<file path="src/cth_pkg.sv">
// Constants shared by the cyclic timer and hardware option block.
package cth_pkg;
    localparam int ADDR_W = 8;
    // Index values as printed; the byte address is four times the index.
    localparam logic [ADDR_W-1:0] IDX_TIMER = 8'h0c;
    localparam logic [ADDR_W-1:0] IDX_HWOPT = 8'h0e;
    localparam logic [ADDR_W-1:0] OFF_TIMER = ADDR_W'(IDX_TIMER * 4);
    localparam logic [ADDR_W-1:0] OFF_HWOPT = ADDR_W'(IDX_HWOPT * 4);
    localparam logic [ADDR_W-1:0] OFF_PINCFG = 8'h40;
    localparam logic [ADDR_W-1:0] OFF_LOCK1 = 8'h44;
    localparam logic [ADDR_W-1:0] OFF_STATUS = 8'h48;
    localparam logic [1:0] RESP_OKAY = 2'h0;
    localparam logic [1:0] RESP_SLVERR = 2'h2;
    // Field positions.
    localparam int ON_LSB = 4;
    localparam int PER_LSB = 0;
    localparam int HYST_BIT = 7;
    localparam int TWAIT_BIT = 5;
    localparam int RDEL_BIT = 4;
    localparam int LOCK0_BIT = 3;
    localparam int PUMP_BIT = 4;
    localparam int WAKE_BIT = 5;
    localparam logic [6:0] TIMER_RST = 7'h00;
    localparam logic [2:0] PIN_RST = 3'h0;
    localparam logic [2:0] ON_OFF_LOW = 3'h0;
    localparam logic [2:0] ON_OFF_HIGH = 3'h6;
    localparam logic [2:0] ON_MAX_RUN = 3'h5;
    localparam logic [2:0] PIN_HS_TIMER = 3'h3;
    // Timing: one timer tick is 0.1 ms, the clock period is 100 ns.
    localparam int TICK_NS = 100000;
    localparam int CLK_NS = 100;
    localparam int TICK_CYC = TICK_NS / CLK_NS;
    localparam int CNT_W = 24;
    typedef logic [CNT_W-1:0] cth_cnt_t;
    // On-time in ticks of 0.1 ms.
    function automatic cth_cnt_t cth_on_ticks(input logic [2:0] code);
        case (code)
            3'h1: return 24'h000001;
            3'h2: return 24'h000003;
            3'h3: return 24'h00000a;
            3'h4: return 24'h000064;
            3'h5: return 24'h0000c8;
            default: return 24'h000000;
        endcase
    endfunction : cth_on_ticks
    // Period in ticks of 0.1 ms, 10 ms up to 1000 s.
    function automatic cth_cnt_t cth_per_ticks(input logic [3:0] code);
        case (code)
            4'h0: return 24'h000064;
            4'h1: return 24'h0000c8;
            4'h2: return 24'h0001f4;
            4'h3: return 24'h0003e8;
            4'h4: return 24'h0007d0;
            4'h5: return 24'h001388;
            // RULE4 assumed 1 s step.
            4'h6: return 24'h002710;
            4'h7: return 24'h004e20;
            4'h8: return 24'h00c350;
            4'h9: return 24'h0186a0;
            4'ha: return 24'h030d40;
            4'hb: return 24'h07a120;
            4'hc: return 24'h0f4240;
            4'hd: return 24'h1e8480;
            4'he: return 24'h4c4b40;
            default: return 24'h989680;
        endcase
    endfunction : cth_per_ticks
endpackage : cth_pkg

</file>
<file path="src/cth_top.sv">
// Cyclic timer and hardware option registers behind an AXI4-Lite slave.
`timescale 1ns/1ps
`default_nettype none
// Notes on behaviour
// RULE1 - On-time 000 stops timer, output low; 110 stops, output high; 111 reserved.
// RULE2 - On-time codes 001 to 101 give 0.1, 0.3, 1, 10, 20 ms pulses.
// RULE3 - Period code selects 10 ms up to 1000 s cycle length.
// RULE4 - Period code 0110 is taken as 1 s.
// RULE5 - Reserved bits read zero and ignore writes.
// RULE6 - Timer runs once assigned and a running on-time is written.
// RULE7 - Restart with timed high-side pin deselected clears period and on-time.
// RULE8 - Failures without restart leave timer settings untouched.
// RULE9 - Cyclic wake and cyclic sense share one running timer.
// RULE10 - New timer setting restarts the timer at once when the write ends.
// RULE11 - Timer register is zero after power-on, soft reset and restart.
// RULE12 - Hysteresis bit picks default or highest release threshold.
// RULE13 - Thermal release wait bit; zero means always 1 s.
// RULE14 - Reset delay bit: zero long delay, one short delay.
// RULE15 - Level-0 lock freezes pump enable and pin configuration.
// RULE16 - Soft reset clears bits 7 and 5:4; restart keeps the others.
// RULE17 - Level-1 lock freezes lockable bits until power-up.
// RULE18 - Level-1 lock takes hold only after its own write completes.
// RULE19 - Soft reset keeps bits protected by a set lock.
// RULE20 - Pin code 011 drives the pin from the cyclic timer.
module cth_top #(
    parameter int TICK_CYCLES = cth_pkg::TICK_CYC
) (
    input wire logic aclk,
    input wire logic aresetn,
    input wire logic [cth_pkg::ADDR_W-1:0] awaddr,
    input wire logic awvalid,
    output logic awready,
    input wire logic [31:0] wdata,
    input wire logic [3:0] wstrb,
    input wire logic wvalid,
    output logic wready,
    output logic [1:0] bresp,
    output logic bvalid,
    input wire logic bready,
    input wire logic [cth_pkg::ADDR_W-1:0] araddr,
    input wire logic arvalid,
    output logic arready,
    output logic [31:0] rdata,
    output logic [1:0] rresp,
    output logic rvalid,
    input wire logic rready,
    input wire logic soft_reset,
    input wire logic restart_mode,
    output logic timed_high_side_out,
    output logic cyclic_wake_tick,
    output logic uv_release_hyst_sel,
    output logic thermal_release_wait_sel,
    output logic reset_delay_sel,
    output logic pump_output_enable,
    output logic [2:0] pin_config
);
    import cth_pkg::*;

    // ********************
    // Bus slave
    // ********************
    logic aw_full, next_aw_full, w_full, next_w_full, w_en, next_w_en;
    logic [ADDR_W-1:0] aw_addr, next_aw_addr, rd_addr;
    logic [7:0] w_data, next_w_data;
    logic [1:0] next_bresp, next_rresp;
    logic next_bvalid, next_rvalid, wr_do, rd_do, wr_hit, rd_hit, rd_timer;
    logic [31:0] next_rdata;
    logic [6:0] timer_reg, next_timer_reg;
    logic hyst, twait, rdel, lock0, lock1, pump, wake_en, kick, restart_q;
    logic next_hyst, next_twait, next_rdel, next_lock0, next_lock1;
    logic next_pump, next_wake_en, next_kick, next_restart_q;
    logic [2:0] pin, next_pin;
    logic run, next_out, next_wake;
    cth_cnt_t per_cnt, next_per_cnt;
    logic [15:0] div_cnt, next_div_cnt;

    assign awready = !aw_full;
    assign wready = !w_full;
    assign arready = !rvalid;
    assign wr_do = aw_full && w_full && !bvalid;
    assign rd_do = arvalid && !rvalid;
    assign rd_addr = araddr;
    assign rd_timer = rd_do && rd_addr == OFF_TIMER;
    assign wr_hit = aw_addr == OFF_TIMER || aw_addr == OFF_HWOPT || aw_addr == OFF_PINCFG
        || aw_addr == OFF_LOCK1 || aw_addr == OFF_STATUS;

    always_comb begin
        next_aw_full = aw_full;
        next_aw_addr = aw_addr;
        next_w_full = w_full;
        next_w_data = w_data;
        next_w_en = w_en;
        next_bvalid = bvalid;
        next_bresp = bresp;
        next_rvalid = rvalid;
        next_rresp = rresp;
        next_rdata = rdata;
        rd_hit = 1'b1;
        if (awvalid && !aw_full) begin
            next_aw_full = 1'b1;
            next_aw_addr = awaddr;
        end
        if (wvalid && !w_full) begin
            next_w_full = 1'b1;
            next_w_data = wdata[7:0];
            next_w_en = wstrb[0];
        end
        if (wr_do) begin
            next_aw_full = 1'b0;
            next_w_full = 1'b0;
            next_bvalid = 1'b1;
            next_bresp = wr_hit ? RESP_OKAY : RESP_SLVERR;
        end else if (bvalid && bready) begin
            next_bvalid = 1'b0;
        end
        case (rd_addr)
            // RULE5 reserved read zero.
            OFF_TIMER: next_rdata = {25'h0, timer_reg};
            OFF_HWOPT: next_rdata = {24'h0, hyst, 1'b0, twait, rdel, lock0, 3'h0};
            OFF_PINCFG: next_rdata = {26'h0, wake_en, pump, 1'b0, pin};
            OFF_LOCK1: next_rdata = {31'h0, lock1};
            OFF_STATUS: next_rdata = {29'h0, lock1, timed_high_side_out, run};
            default: begin
                next_rdata = 32'h0;
                rd_hit = 1'b0;
            end
        endcase
        if (rd_do) begin
            next_rvalid = 1'b1;
            next_rresp = rd_hit ? RESP_OKAY : RESP_SLVERR;
        end else begin
            next_rdata = rdata;
            if (rvalid && rready) begin
                next_rvalid = 1'b0;
            end
        end
    end

    always_ff @(posedge aclk) begin
        if (!aresetn) begin
            aw_full <= 1'b0;
            aw_addr <= '0;
            w_full <= 1'b0;
            w_data <= 8'h00;
            w_en <= 1'b0;
            bvalid <= 1'b0;
            bresp <= RESP_OKAY;
            rvalid <= 1'b0;
            rresp <= RESP_OKAY;
            rdata <= 32'h0;
        end else begin
            aw_full <= next_aw_full;
            aw_addr <= next_aw_addr;
            w_full <= next_w_full;
            w_data <= next_w_data;
            w_en <= next_w_en;
            bvalid <= next_bvalid;
            bresp <= next_bresp;
            rvalid <= next_rvalid;
            rresp <= next_rresp;
            rdata <= next_rdata;
        end
    end

    // ********************
    // Configuration
    // ********************
    // A completed bus write stands for the frame end: values apply at that edge.
    always_comb begin
        next_timer_reg = timer_reg;
        next_hyst = hyst;
        next_twait = twait;
        next_rdel = rdel;
        next_lock0 = lock0;
        next_lock1 = lock1;
        next_pin = pin;
        next_pump = pump;
        next_wake_en = wake_en;
        next_kick = 1'b0;
        next_restart_q = restart_mode;
        if (wr_do && w_en) begin
            case (aw_addr)
                OFF_TIMER: begin
                    // RULE10 apply at once.
                    next_timer_reg = w_data[6:0];
                    next_kick = 1'b1;
                end
                OFF_HWOPT: begin
                    // RULE17 level-1 lock blocks.
                    if (!lock1) begin
                        next_hyst = w_data[HYST_BIT];
                        next_twait = w_data[TWAIT_BIT];
                        next_rdel = w_data[RDEL_BIT];
                    end
                    // RULE15 lock bit plain.
                    next_lock0 = w_data[LOCK0_BIT];
                end
                OFF_PINCFG: begin
                    // RULE15 level-0 lock blocks.
                    if (!lock0) begin
                        next_pin = w_data[2:0];
                        next_pump = w_data[PUMP_BIT];
                    end
                    next_wake_en = w_data[WAKE_BIT];
                end
                // RULE18 lock holds after write.
                OFF_LOCK1: next_lock1 = lock1 | w_data[0];
                default: next_lock1 = lock1;
            endcase
        end
        // RULE19 locked bits survive.
        if (soft_reset) begin
            next_timer_reg = TIMER_RST;
            next_wake_en = 1'b0;
            next_kick = 1'b1;
            if (!lock1) begin
                next_hyst = 1'b0;
                next_twait = 1'b0;
                next_rdel = 1'b0;
            end
            if (!lock0) begin
                next_pin = PIN_RST;
                next_pump = 1'b0;
            end
        end
        // RULE11 restart entry clears.
        if (restart_mode && !restart_q) begin
            next_timer_reg = TIMER_RST;
            next_kick = 1'b1;
        end
        // RULE7 sense pin dropped.
        if (restart_mode && pin != PIN_HS_TIMER) begin
            next_timer_reg = TIMER_RST;
        end
    end

    // RULE16 reset values.
    always_ff @(posedge aclk) begin
        if (!aresetn) begin
            timer_reg <= TIMER_RST;
            hyst <= 1'b0;
            twait <= 1'b0;
            rdel <= 1'b0;
            lock0 <= 1'b0;
            lock1 <= 1'b0;
            pin <= PIN_RST;
            pump <= 1'b0;
            wake_en <= 1'b0;
            kick <= 1'b0;
            restart_q <= 1'b0;
        end else begin
            timer_reg <= next_timer_reg;
            hyst <= next_hyst;
            twait <= next_twait;
            rdel <= next_rdel;
            lock0 <= next_lock0;
            lock1 <= next_lock1;
            pin <= next_pin;
            pump <= next_pump;
            wake_en <= next_wake_en;
            kick <= next_kick;
            restart_q <= next_restart_q;
        end
    end

    // RULE12 hysteresis select.
    assign uv_release_hyst_sel = hyst;
    // RULE13 thermal wait select.
    assign thermal_release_wait_sel = twait;
    // RULE14 reset delay select.
    assign reset_delay_sel = rdel;
    assign pump_output_enable = pump;
    assign pin_config = pin;

    // ********************
    // Cyclic timer
    // ********************
    // RULE6 assigned and running.
    assign run = (pin == PIN_HS_TIMER || wake_en) && timer_reg[6:4] != ON_OFF_LOW
        && timer_reg[6:4] <= ON_MAX_RUN;

    // RULE8 only aresetn, restart or soft reset clear settings.
    always_comb begin
        next_div_cnt = div_cnt;
        next_per_cnt = per_cnt;
        next_wake = 1'b0;
        if (kick || !run) begin
            next_div_cnt = 16'h0;
            next_per_cnt = '0;
        end else if (div_cnt == 16'(TICK_CYCLES - 1)) begin
            next_div_cnt = 16'h0;
            // RULE3 period wrap.
            if (per_cnt >= cth_per_ticks(timer_reg[3:0]) - 24'h1) begin
                next_per_cnt = '0;
                // RULE9 wake shares timer.
                next_wake = wake_en;
            end else begin
                next_per_cnt = per_cnt + 24'h1;
            end
        end else begin
            next_div_cnt = div_cnt + 16'h1;
        end
        // RULE2 pulse length.
        if (run) begin
            next_out = next_per_cnt < cth_on_ticks(timer_reg[6:4]);
        end else begin
            // RULE1 stopped levels.
            next_out = timer_reg[6:4] == ON_OFF_HIGH;
        end
    end

    always_ff @(posedge aclk) begin
        if (!aresetn) begin
            div_cnt <= 16'h0;
            per_cnt <= '0;
            timed_high_side_out <= 1'b0;
            cyclic_wake_tick <= 1'b0;
        end else begin
            div_cnt <= next_div_cnt;
            per_cnt <= next_per_cnt;
            // RULE20 pin follows timer.
            timed_high_side_out <= next_out;
            cyclic_wake_tick <= next_wake;
        end
    end
endmodule : cth_top
`default_nettype wire

</file>
<file path="config.mk">
export PLATFORM = sky130hd
export DESIGN_NAME = cth_top
export DESIGN_NICKNAME = d
export VERILOG_FILES = /design/src/cth_pkg.sv /design/src/cth_top.sv
export SDC_FILE = /design/constraint.sdc
export NUM_CORES = 1
export LEC_CHECK = 0
export ABC_AREA = 0
export BUFFER_PORTS_ARGS = -buffer_cell sky130_fd_sc_hd__buf_2
export CORE_UTILIZATION = 39
export CTS_CLUSTER_SIZE = 14
export DETAILED_ROUTE_END_ITERATION = 10
export SLEW_MARGIN = 20
export SYNTH_ARGS = -nofsm -noshare
export SYNTH_HDL_FRONTEND = slang
export SYNTH_SLANG_ARGS = --single-unit
</file>
<file path="constraint.sdc">
create_clock -name aclk -period 5.5 [get_ports aclk]
set_input_delay 0.825 -clock aclk [delete_from_list [all_inputs] [get_ports aclk]]
set_output_delay 0.825 -clock aclk [all_outputs]
set_load 0.005 [all_outputs]
</file>
==> results.ini, run 1 <==
[clocking]
cts_hold_buf = 0
cts_resized = 0
clk_pin_slew_ps = 60
clock-root-buffer = clkbuf_16
clock-sinks = 113
clockBufferDepth = 2
htreeDepth = 4
cts_tree = yes
insertion_delay_ps = 420
post-cts-setup-buffers = 0
cts_buffers = 17

[pwr]
internal_power_mw = 1.49
combinationalPowerShare = 0.032
power_density_nw_per_um2 = 270
seq_power_share = 0.425
power_frac_clock = 0.542
power_mw = 1.98
p_sw_uw = 486
peakVddDrop_mv = 0.231
power_leakage_nw = 2.84
sw_frac_of_total = 0.246

[die]
rows = 46
die_area_um2 = 16800
die_h_um = 130
io_pins = 111
fp.dieW_um = 130
start_util = 0.400
core_um2 = 15900

[timing]
setup_violations = 0
period_needed_ps = 4810
tightest_slew_ps = 859
period_share = 0.875
timing.fmax_ghz = 0.208
fin_setup_tns_ps = 0
grt_setup_unrepaired = false
finalClockSkew_ps = 10.1
slew_headroom = 0.423
timing_hold_violations_final = 0
drv_slew = 0

[detailed_routing]
route.vias.total = 5386
top_layer_used = met4
wl_met1_um = 7210
wl_met3_um = 454
drc = 0
wl_met2_um = 6630
avgViaCountPerCell = 5.14
postRouteAntennaNets = 0
drt-total-wl_um = 14700
post_drt_wl_per_cell_um = 14.0
dr.pass1.iters = 6
drt-initial-drc-count = 520

[grt]
antenna_found_initial = 0
grt_max_degree = 41
grt_pass1_wl_um = 24600
grt_pass1_vias = 4966
grt_usage = 0.187
overflow = 0

[critical_path]
startpoint_type = flip-flop
ff2ff_setup_slack_ps = 690
crit_end = timed_high_side_out
crit_fanout = 12
r2r-end = timed_high_side_out
critPathKind = reg -> reg
r2r_cells = 21
worst_ep_required_time_ps = 5840
cp.arrival_ps = 5150
critical_path.endpoint_type = flip-flop

[synth]
synth_top_flop_cell = dfxtp_1
async_flop_share = 0
synth_edf_count = 0
synth_area_per_cell_um2 = 8.31
netlist_area_um2 = 6350
synth_warnings = 0
synth_cell_types = 66
synth_seq_cells = 113
ys_seq_area_frac = 0.356
synth_cells = 764

[status]
status = completed

[flow_run]
maxCapViolations = 0

[cells_and_area]
areaGrowthSynthToFinish_pct = 15.3
finalNonFillerCells = 1048
diodes = 0
mostFrequentLayoutCells = dfxtp_1, nor2_1, nand2_1
drive_gt1_frac = 0.132
postLayoutCoreUtil = 0.461
num-nets-final = 919
fillers = 1648
mostFrequentLayoutCell = dfxtp_1

[placed_design]
hpwl_um = 10800
io_buffer_count = 57
globalplace.congestion = 0.812
placed_cells = 1016

[hold_path]
hold_class = reg -> reg

==> worst max-delay path, cell delays in order (launching register included) <==
cell and delay, ps:
dfxtp_1 330, nor4_1 280, buf_4 170, nand4_1 120, or4_1 550, nor2_1 140
xnor2_1 130, ha_1 260, nand4_1 130, nor3_1 80, a221oi_1 270, nand4_1 250
nand2_1 190, nand2_2 160, nor2_1 170, ha_1 250, a21o_1 170, a2111oi_2 370
buf_4 170, a21boi_1 200, a222oi_1 120, a211oi_1 210
==> cells by family (layout without fill, tap and decap cells) <==
group | count (synthesis) | after routing | synth area share
flip-flops | 113 | 113 | 0.356
other | 1 | 26 | 0.000591
adder cells (fa/ha/maj) | 39 | 39 | 0.0768
multiplexers | 25 | 25 | 0.0398
AND/OR/NAND/NOR | 350 | 350 | 0.279
AO/OA/AOI/OAI | 111 | 111 | 0.111
XOR/XNOR | 58 | 58 | 0.0800
buffers and inverters | 67 | 110 | 0.0566
==> cell type report <==
cell class,instances,area (um2),share of cell area
clock buffer,17,425,0.0581
clock inverter,15,150,0.0205
inverter,17,63.8,0.00871
multi-input combinational,609,3840,0.524
sequential,113,2260,0.309
tap,216,270,0.0369
timing repair buffer,61,315,0.0430
==> cells in the mapped netlist (10+ instances only) <==
cell | n | area, um2
xnor2_1 | 30 | 263
xor2_1 | 28 | 245
and3_1 | 11 | 68.8
mux2i_1 | 23 | 230
a21oi_1 | 46 | 230
o21ai_0 | 17 | 85.1
nor2_1 | 111 | 417
nor4_1 | 13 | 81.3
nand2_1 | 72 | 270
nor3_1 | 26 | 130
or3_1 | 10 | 62.6
buf_4 | 26 | 195
inv_1 | 15 | 56.3
clkbuf_1 | 20 | 75.1
ha_1 | 39 | 488
dfxtp_1 | 113 | 2260
nand3_1 | 25 | 125
nand4_1 | 21 | 131
==> through the flow <==
| stage | hold WS, ps | setup slack (ps) | instance area (um2) |
|---|---|---|---|
| after detailed placement | 449 | 267 | 6730 |
| after global routing | 486 | 65.8 | 7320 |
| after CTS | 459 | 271 | 7310 |
| after global placement | 444 | 342 | 6730 |
| final | 455 | 689 | 7320 |
| after floorplan | 431 | 686 | 6440 |
==> routing by layer <==
| layer | vias to the layer above | track usage |
|---|---|---|
| met3 | 23 | 0.0388 |
| li1 | 2763 | - |
| met5 | - | 0 |
| met4 | 0 | 0.0869 |
| met2 | 107 | 0.289 |
| met1 | 2493 | 0.250 |
==> power by group through the flow <==
stage / sequential, mW / combinational [mW] / clock (mW)
3_3_place_gp: 0.858 / 0.0635 / 0
2_1_floorplan: 0.856 / 0.0528 / 0
4_1_cts: 0.841 / 0.0641 / 1.09
5_1_grt: 0.842 / 0.0737 / 1.12
6_report: 0.841 / 0.0639 / 1.07
3_5_place_dp: 0.859 / 0.0636 / 0
==> worst min-delay path by stage <==
| stage | start | end | cells past startpoint | slack, ps |
|---|---|---|---|---|
| final | w_data[7] | w_data[7] | 2 | 460 |
| after global routing | w_data[6] | w_data[6] | 2 | 490 |
| after CTS | w_data[7] | w_data[7] | 2 | 460 |
| after detailed placement | w_data[7] | w_data[7] | 2 | 450 |
| after global placement | w_data[6] | w_data[6] | 2 | 440 |
| after floorplan | w_en | w_en | 2 | 430 |
Note: power is estimated with default switching activity, not from simulation.
==> inputs of run 2 (changes only) <==
==> constraint.sdc (replaced) <==
create_clock -name aclk -period 5 [get_ports aclk]
set_input_delay 0.75 -clock aclk [delete_from_list [all_inputs] [get_ports aclk]]
set_output_delay 0.75 -clock aclk [all_outputs]
set_load 0.005 [all_outputs]
==> results.ini, run 2 (synthesized netlist as in run 1, its figures left out) <==
[cells_and_area]
drive_gt1_frac = 0.139  ; +0.00671
diodes = 0  ; unchanged
seqCellArea_um2 = 2260  ; unchanged
multi_input_area_um2 = 3860  ; +0.65%
mostFrequentLayoutCells = dfxtp_1, nor2_1, nand2_1
areaGrowthSynthToFinish_pct = 15.6
num-nets-final = 923  ; +0.44%
finalNonFillerCells = 1051  ; +0.29%
mostFrequentLayoutCell = dfxtp_1
fillers = 1581  ; -4.1%

[pwr]
p_sw_uw = 510  ; +5.0%
peakVddDrop_mv = 0.239  ; +3.5%
combinationalPowerShare = 0.033  ; about the same
sw_frac_of_total = 0.244  ; -0.00132
power_frac_clock = 0.523  ; -0.019
power_mw = 2.09  ; +5.6%
power_leakage_nw = 2.85  ; +0.33%
power_density_nw_per_um2 = 284  ; +5.4%
internal_power_mw = 1.58  ; +5.8%
seq_power_share = 0.443  ; +0.018

[detailed_routing]
avgViaCountPerCell = 5.08  ; -1.1%
drc = 0  ; unchanged
post_drt_wl_per_cell_um = 14.0  ; +0.14%
drt-total-wl_um = 14700  ; +0.42%
route.vias.total = 5341  ; -0.84%
drt-initial-drc-count = 446  ; -14%
postRouteAntennaNets = 0  ; unchanged
dr.pass1.iters = 6  ; unchanged

[timing]
finalClockSkew_ps = 6.08  ; -4.05 ps
period_share = 0.925  ; +0.0508
hold_ws_ps = 455  ; -0.164 ps
setup_violations = 0  ; unchanged
timing.fmax_ghz = 0.216  ; +4.0%
period_needed_ps = 4630  ; -183 ps
slew_headroom = 0.401  ; -0.0220
timing_hold_violations_final = 0  ; unchanged
tightest_slew_ps = 897  ; +38.3 ps
drv_slew = 0  ; unchanged

[critical_path]
worst_ep_required_time_ps = 5340  ; -500 ps
path_depth = 20  ; -4.8%
slowest_stage = or4_4
cp_common_cell = nand4_1
crit_fanout = 4  ; -8
critPathKind = reg -> reg
critPathMaxStageDelay_ps = 530  ; -20 ps
worstPathCellList = nor4_2, nand4_1, or4_4, nor2_1, xnor2_1, ha_1, nand4_1, nor3_1, a221oi_1, nand4_1, nand2_2, nand2_1, nor2_1, ha_1, a21o_1, a2111oi_2, buf_4, a21boi_1, a222oi_1, a211oi_1
cp_top_family = simple AND/OR/NAND/NOR gates
startpoint_type = flip-flop
critical_path.endpoint_type = flip-flop
crit_buf_inv = 1  ; -1
r2r_cells = 20  ; -4.8%
cp.arrival_ps = 4960  ; -190 ps

[die]
die_h_um = 130  ; unchanged
core_um2 = 15900  ; unchanged
start_util = 0.400  ; unchanged
rows = 46  ; unchanged
fp.dieW_um = 130  ; unchanged
io_pins = 111  ; unchanged
die_area_um2 = 16800  ; unchanged

[placed_design]
hpwl_um = 10900  ; +0.69%
io_buffer_count = 57  ; unchanged
globalplace.congestion = 0.809  ; -0.41%
placed_cells = 1019  ; +0.30%

[clocking]
insertion_delay_ps = 420  ; about the same
clock-root-buffer = clkbuf_16
cts_buffers = 17  ; unchanged
clock-sinks = 113  ; unchanged
clk_pin_slew_ps = 60  ; about the same
htreeDepth = 4  ; unchanged
clockBufferDepth = 2  ; unchanged
cts_hold_buf = 0  ; unchanged
cts_tree = yes

[grt]
grt_use_met2 = 0.285  ; -0.00409
grt_max_degree = 41  ; unchanged
grt_usage = 0.183  ; -0.00401
use_met1 = 0.239  ; -0.0113
overflow = 0  ; unchanged
antenna_found_initial = 0  ; unchanged
grt_pass1_wl_um = 23800  ; -2.9%
grt-busiest-layer = met2
gr-usage-met3 = 0.0438  ; +0.00495
grt_pass1_vias = 4844  ; -2.5%

[status]
status = completed

[flow_run]
maxCapViolations = 0  ; unchanged

[hold_path]
hold_class = reg -> reg
hold_path_depth = 2  ; unchanged

run 2: cell count changes in the layout (fill, tap and decap cells not counted):
cell	delta
buf_4	+4
bufinv_16	-1
clkinv_2	+2
clkinvlp_4	+1
inv_6	-2
inv_8	-1
nor4_1	-2
nor4_2	+1
nor4_4	+1
or4_1	-1
or4_4	+1
run 2: per-stage QoR:
step / TNS (ps) / worst slack (ps) / cell area (um2) / util
floorplan: 0 / 186 / 6440 / -
global placement: 0 / 151 / 6760 / 0.425
detailed placement: 0 / 78.8 / 6760 / 0.425
CTS: 0 / 42.5 / 7290 / 0.459
global route: -80.8 / -80.8 / 7340 / 0.462
finish: 0 / 373 / 7340 / 0.462
run 2: routing by layer:
metal  routed length, um  up-vias
met5                   0        -
met4                 348        0
met3                 547       26
met2                6670      128
met1                7150     2418
li1                    -     2769
run 2: final cells by class:
cell class	count	area share
multi-input cells	609	0.526
flip-flops and latches	113	0.308
clock buffers	17	0.0580
repair buffers	65	0.0471
well taps	216	0.0368
clock inverters	14	0.0148
inverters	17	0.00870
run 2: power groups by stage:
stage	logic (mW)	registers [mW]	clock network [mW]
after CTS	0.0702	0.925	1.12
after global routing	0.0792	0.926	1.16
after global placement	0.0700	0.944	0
after floorplan	0.0581	0.941	0
after detailed placement	0.0701	0.944	0
final	0.0698	0.925	1.09
run 2: tightest hold or removal path: cells and delay by family (launching register included):
kind / cells / cell delay (ps)
flip-flops: 1 / 310
AND/OR/NAND/NOR: 1 / 50
AO/OA/AOI/OAI: 1 / 50
run 2: worst paths after layout:
path | startpoint | to | slack (ps)
max | flip-flop | timed_high_side_out | 370
min | w_data[7] | w_data[7] | 450
max reg2reg | flip-flop | timed_high_side_out | 370
min reg2reg | w_data[7] | w_data[7] | 450
run 2: timing repair:
item / CTS / global route
setup buffers: 0 / 1
endpoints found under the setup margin: 0 / 1
resized for setup: 0 / 9
==> inputs of run 3 (changes only) <==
--- a/config.mk
+++ b/config.mk
@@ -8,6 +8,7 @@
 export ABC_AREA = 0
 export BUFFER_PORTS_ARGS = -buffer_cell sky130_fd_sc_hd__buf_2
 export CORE_UTILIZATION = 39
+export CTS_BUF_LIST = sky130_fd_sc_hd__clkbuf_8
 export CTS_CLUSTER_SIZE = 14
 export DETAILED_ROUTE_END_ITERATION = 10
 export SLEW_MARGIN = 20
==> results.ini, run 3 (synthesized netlist as in run 1, its figures left out) <==
[cells_and_area]
seqCellArea_um2 = 2260  ; unchanged
drive_gt1_frac = 0.141  ; +0.00223
mostFrequentLayoutCells = dfxtp_1, nor2_1, nand2_1
areaGrowthSynthToFinish_pct = 12.7
num-nets-final = 924  ; +0.11%
multi_input_area_um2 = 3870  ; about the same
finalInstanceArea_um2 = 7160  ; -2.5%
postLayoutCoreUtil = 0.451  ; -0.0113
mostFrequentLayoutCell = dfxtp_1
fillers = 1617  ; +2.3%
diodes = 0  ; unchanged

[clocking]
insertion_delay_ps = 450  ; +30 ps
cts_buffers = 17  ; unchanged
cts_hold_buf = 0  ; unchanged
htreeDepth = 4  ; unchanged
clock-root-buffer = clkbuf_8
clockBufferDepth = 2  ; unchanged
clk_pin_slew_ps = 70  ; about the same
cts_tree = yes
clock-sinks = 113  ; unchanged

[timing]
drv_slew = 0  ; unchanged
tightest_slew_ps = 896  ; -1.40 ps
finalClockSkew_ps = 11.1  ; +5.00 ps
slew_headroom = 0.402  ; +0.000934
period_share = 0.936  ; +0.0102
setup_violations = 0  ; unchanged
timing_hold_violations_final = 0  ; unchanged
timing.fmax_ghz = 0.214  ; -1.1%
period_needed_ps = 4680  ; +51.1 ps

[status]
status = completed

[die]
start_util = 0.400  ; unchanged
die_area_um2 = 16800  ; unchanged
rows = 46  ; unchanged
fp.dieW_um = 130  ; unchanged
die_h_um = 130  ; unchanged
core_um2 = 15900  ; unchanged
io_pins = 111  ; unchanged

[hold_path]
hold_path_depth = 2  ; unchanged
hold_start = w_data[6]
hold_class = reg -> reg
hold_path_end = w_data[6]

[detailed_routing]
drc = 0  ; unchanged
dr.pass1.iters = 5  ; -1
post_drt_wl_per_cell_um = 14.0  ; -0.18%
route.vias.total = 5350  ; +0.17%
drt-initial-drc-count = 378  ; -15%
postRouteAntennaNets = 0  ; unchanged
drt-total-wl_um = 14700  ; about the same
avgViaCountPerCell = 5.09  ; about the same

[grt]
grt-busiest-layer = met2
use_met1 = 0.236  ; -0.00331
grt_use_met2 = 0.281  ; -0.00409
antenna_found_initial = 0  ; unchanged
grt_pass1_vias = 4902  ; +1.2%
gr-usage-met3 = 0.0500  ; +0.00619
overflow = 0  ; unchanged
grt_pass1_wl_um = 23700  ; -0.49%
grt_usage = 0.182  ; -0.000882
grt_max_degree = 41  ; unchanged

[pwr]
peakVddDrop_mv = 0.191  ; -20%
power_density_nw_per_um2 = 244  ; -14%
power_leakage_nw = 2.77  ; -2.9%

[critical_path]
slowest_stage = or4_4
critPathMaxStageDelay_ps = 540  ; about the same
critical_path.endpoint_type = flip-flop
ff2ff_setup_slack_ps = 320  ; -50 ps
cp_top_family = simple AND/OR/NAND/NOR gates
worstPathCellList = nor4_2, nand4_1, or4_4, nor2_1, xnor2_1, ha_1, nand4_1, nor3_1, a221oi_1, nand4_1, nand2_2, nand2_1, nor2_1, ha_1, a21o_1, a2111oi_2, buf_4, o221a_2, nand4_1, a211oi_1
critPathKind = reg -> reg
cp.arrival_ps = 5040  ; +80 ps
r2r_cells = 20  ; unchanged
startpoint_type = flip-flop
crit_fanout = 4  ; unchanged
r2r-end = timed_high_side_out
worst_ep_required_time_ps = 5360  ; +20 ps
cp_common_cell = nand4_1
crit_buf_inv = 1  ; unchanged

[placed_design]
io_buffer_count = 57  ; unchanged
hpwl_um = 10900  ; unchanged
globalplace.congestion = 0.809  ; unchanged
dpl_cell_area_um2 = 6760  ; unchanged

[flow_run]
maxCapViolations = 0  ; unchanged

==> run 3: cell count changes in the layout (fill, tap and decap cells not counted) <==
cell and delta:
a21boi_1 -1, a21boi_2 +1, buf_4 +1, clkbuf_16 -17
clkbuf_8 +17
==> run 3: layer usage <==
metal  up-vias  routed length, um
met1      2427               7160
met4         0                307
li1       2771                  -
met5         -                  0
met3        27                582
met2       125               6650
==> run 3: worst min-delay path, cell delays in order, from the launching register on <==
cell,delay (ps)
dfxtp_1,310
nand2_1,50
a21oi_1,50
==> run 3: cell type report <==
type,count,area share
clock inverter,14,0.0152
clock buffer,17,0.0327
inverter,17,0.00891
sequential,113,0.316
timing repair buffer,66,0.0493
multi-input combinational,609,0.540
tap,216,0.0378
==> run 3: per-stage QoR <==
step                worst slack (ps)  TNS (ps)  cells  hold WS [ps]  power, mW
floorplan                        186         0    789           431       1.00
global placement                 151         0   1019           444       1.01
detailed placement              78.8         0   1019           447       1.01
CTS                             40.8         0   1050           446       1.77
global route                   -94.9     -94.9   1052           459       1.83
finish                           321         0   1052           456       1.75
==> run 3: how the worst max path moves through the flow <==
stage | startpoint | end | slack [ps] | depth (start not counted)
2_1_floorplan | flip-flop | timed_high_side_out | 190 | 19
3_3_place_gp | flip-flop | timed_high_side_out | 150 | 20
3_5_place_dp | flip-flop | timed_high_side_out | 80 | 20
4_1_cts | flip-flop | timed_high_side_out | 40 | 20
5_1_grt | flip-flop | timed_high_side_out | -90 | 20
6_report | flip-flop | timed_high_side_out | 320 | 20
==> run 3: repair_timing <==
| item | 4_1_cts | 5_1_grt |
|---|---|---|
| buffers inserted | 0 | 2 |
| endpoints found under the hold margin | 0 | 0 |
| endpoints found under the setup margin | 0 | 1 |
| resized for setup | 0 | 10 |
==> run 3: power by group <==
| part | switching (mW) | leakage (nW) | internal [mW] |
|---|---|---|---|
| Combinational | 0.0410 | 1.68 | 0.0289 |
| Clock | 0.409 | 0.173 | 0.344 |
| Sequential | 0.0109 | 0.915 | 0.913 |
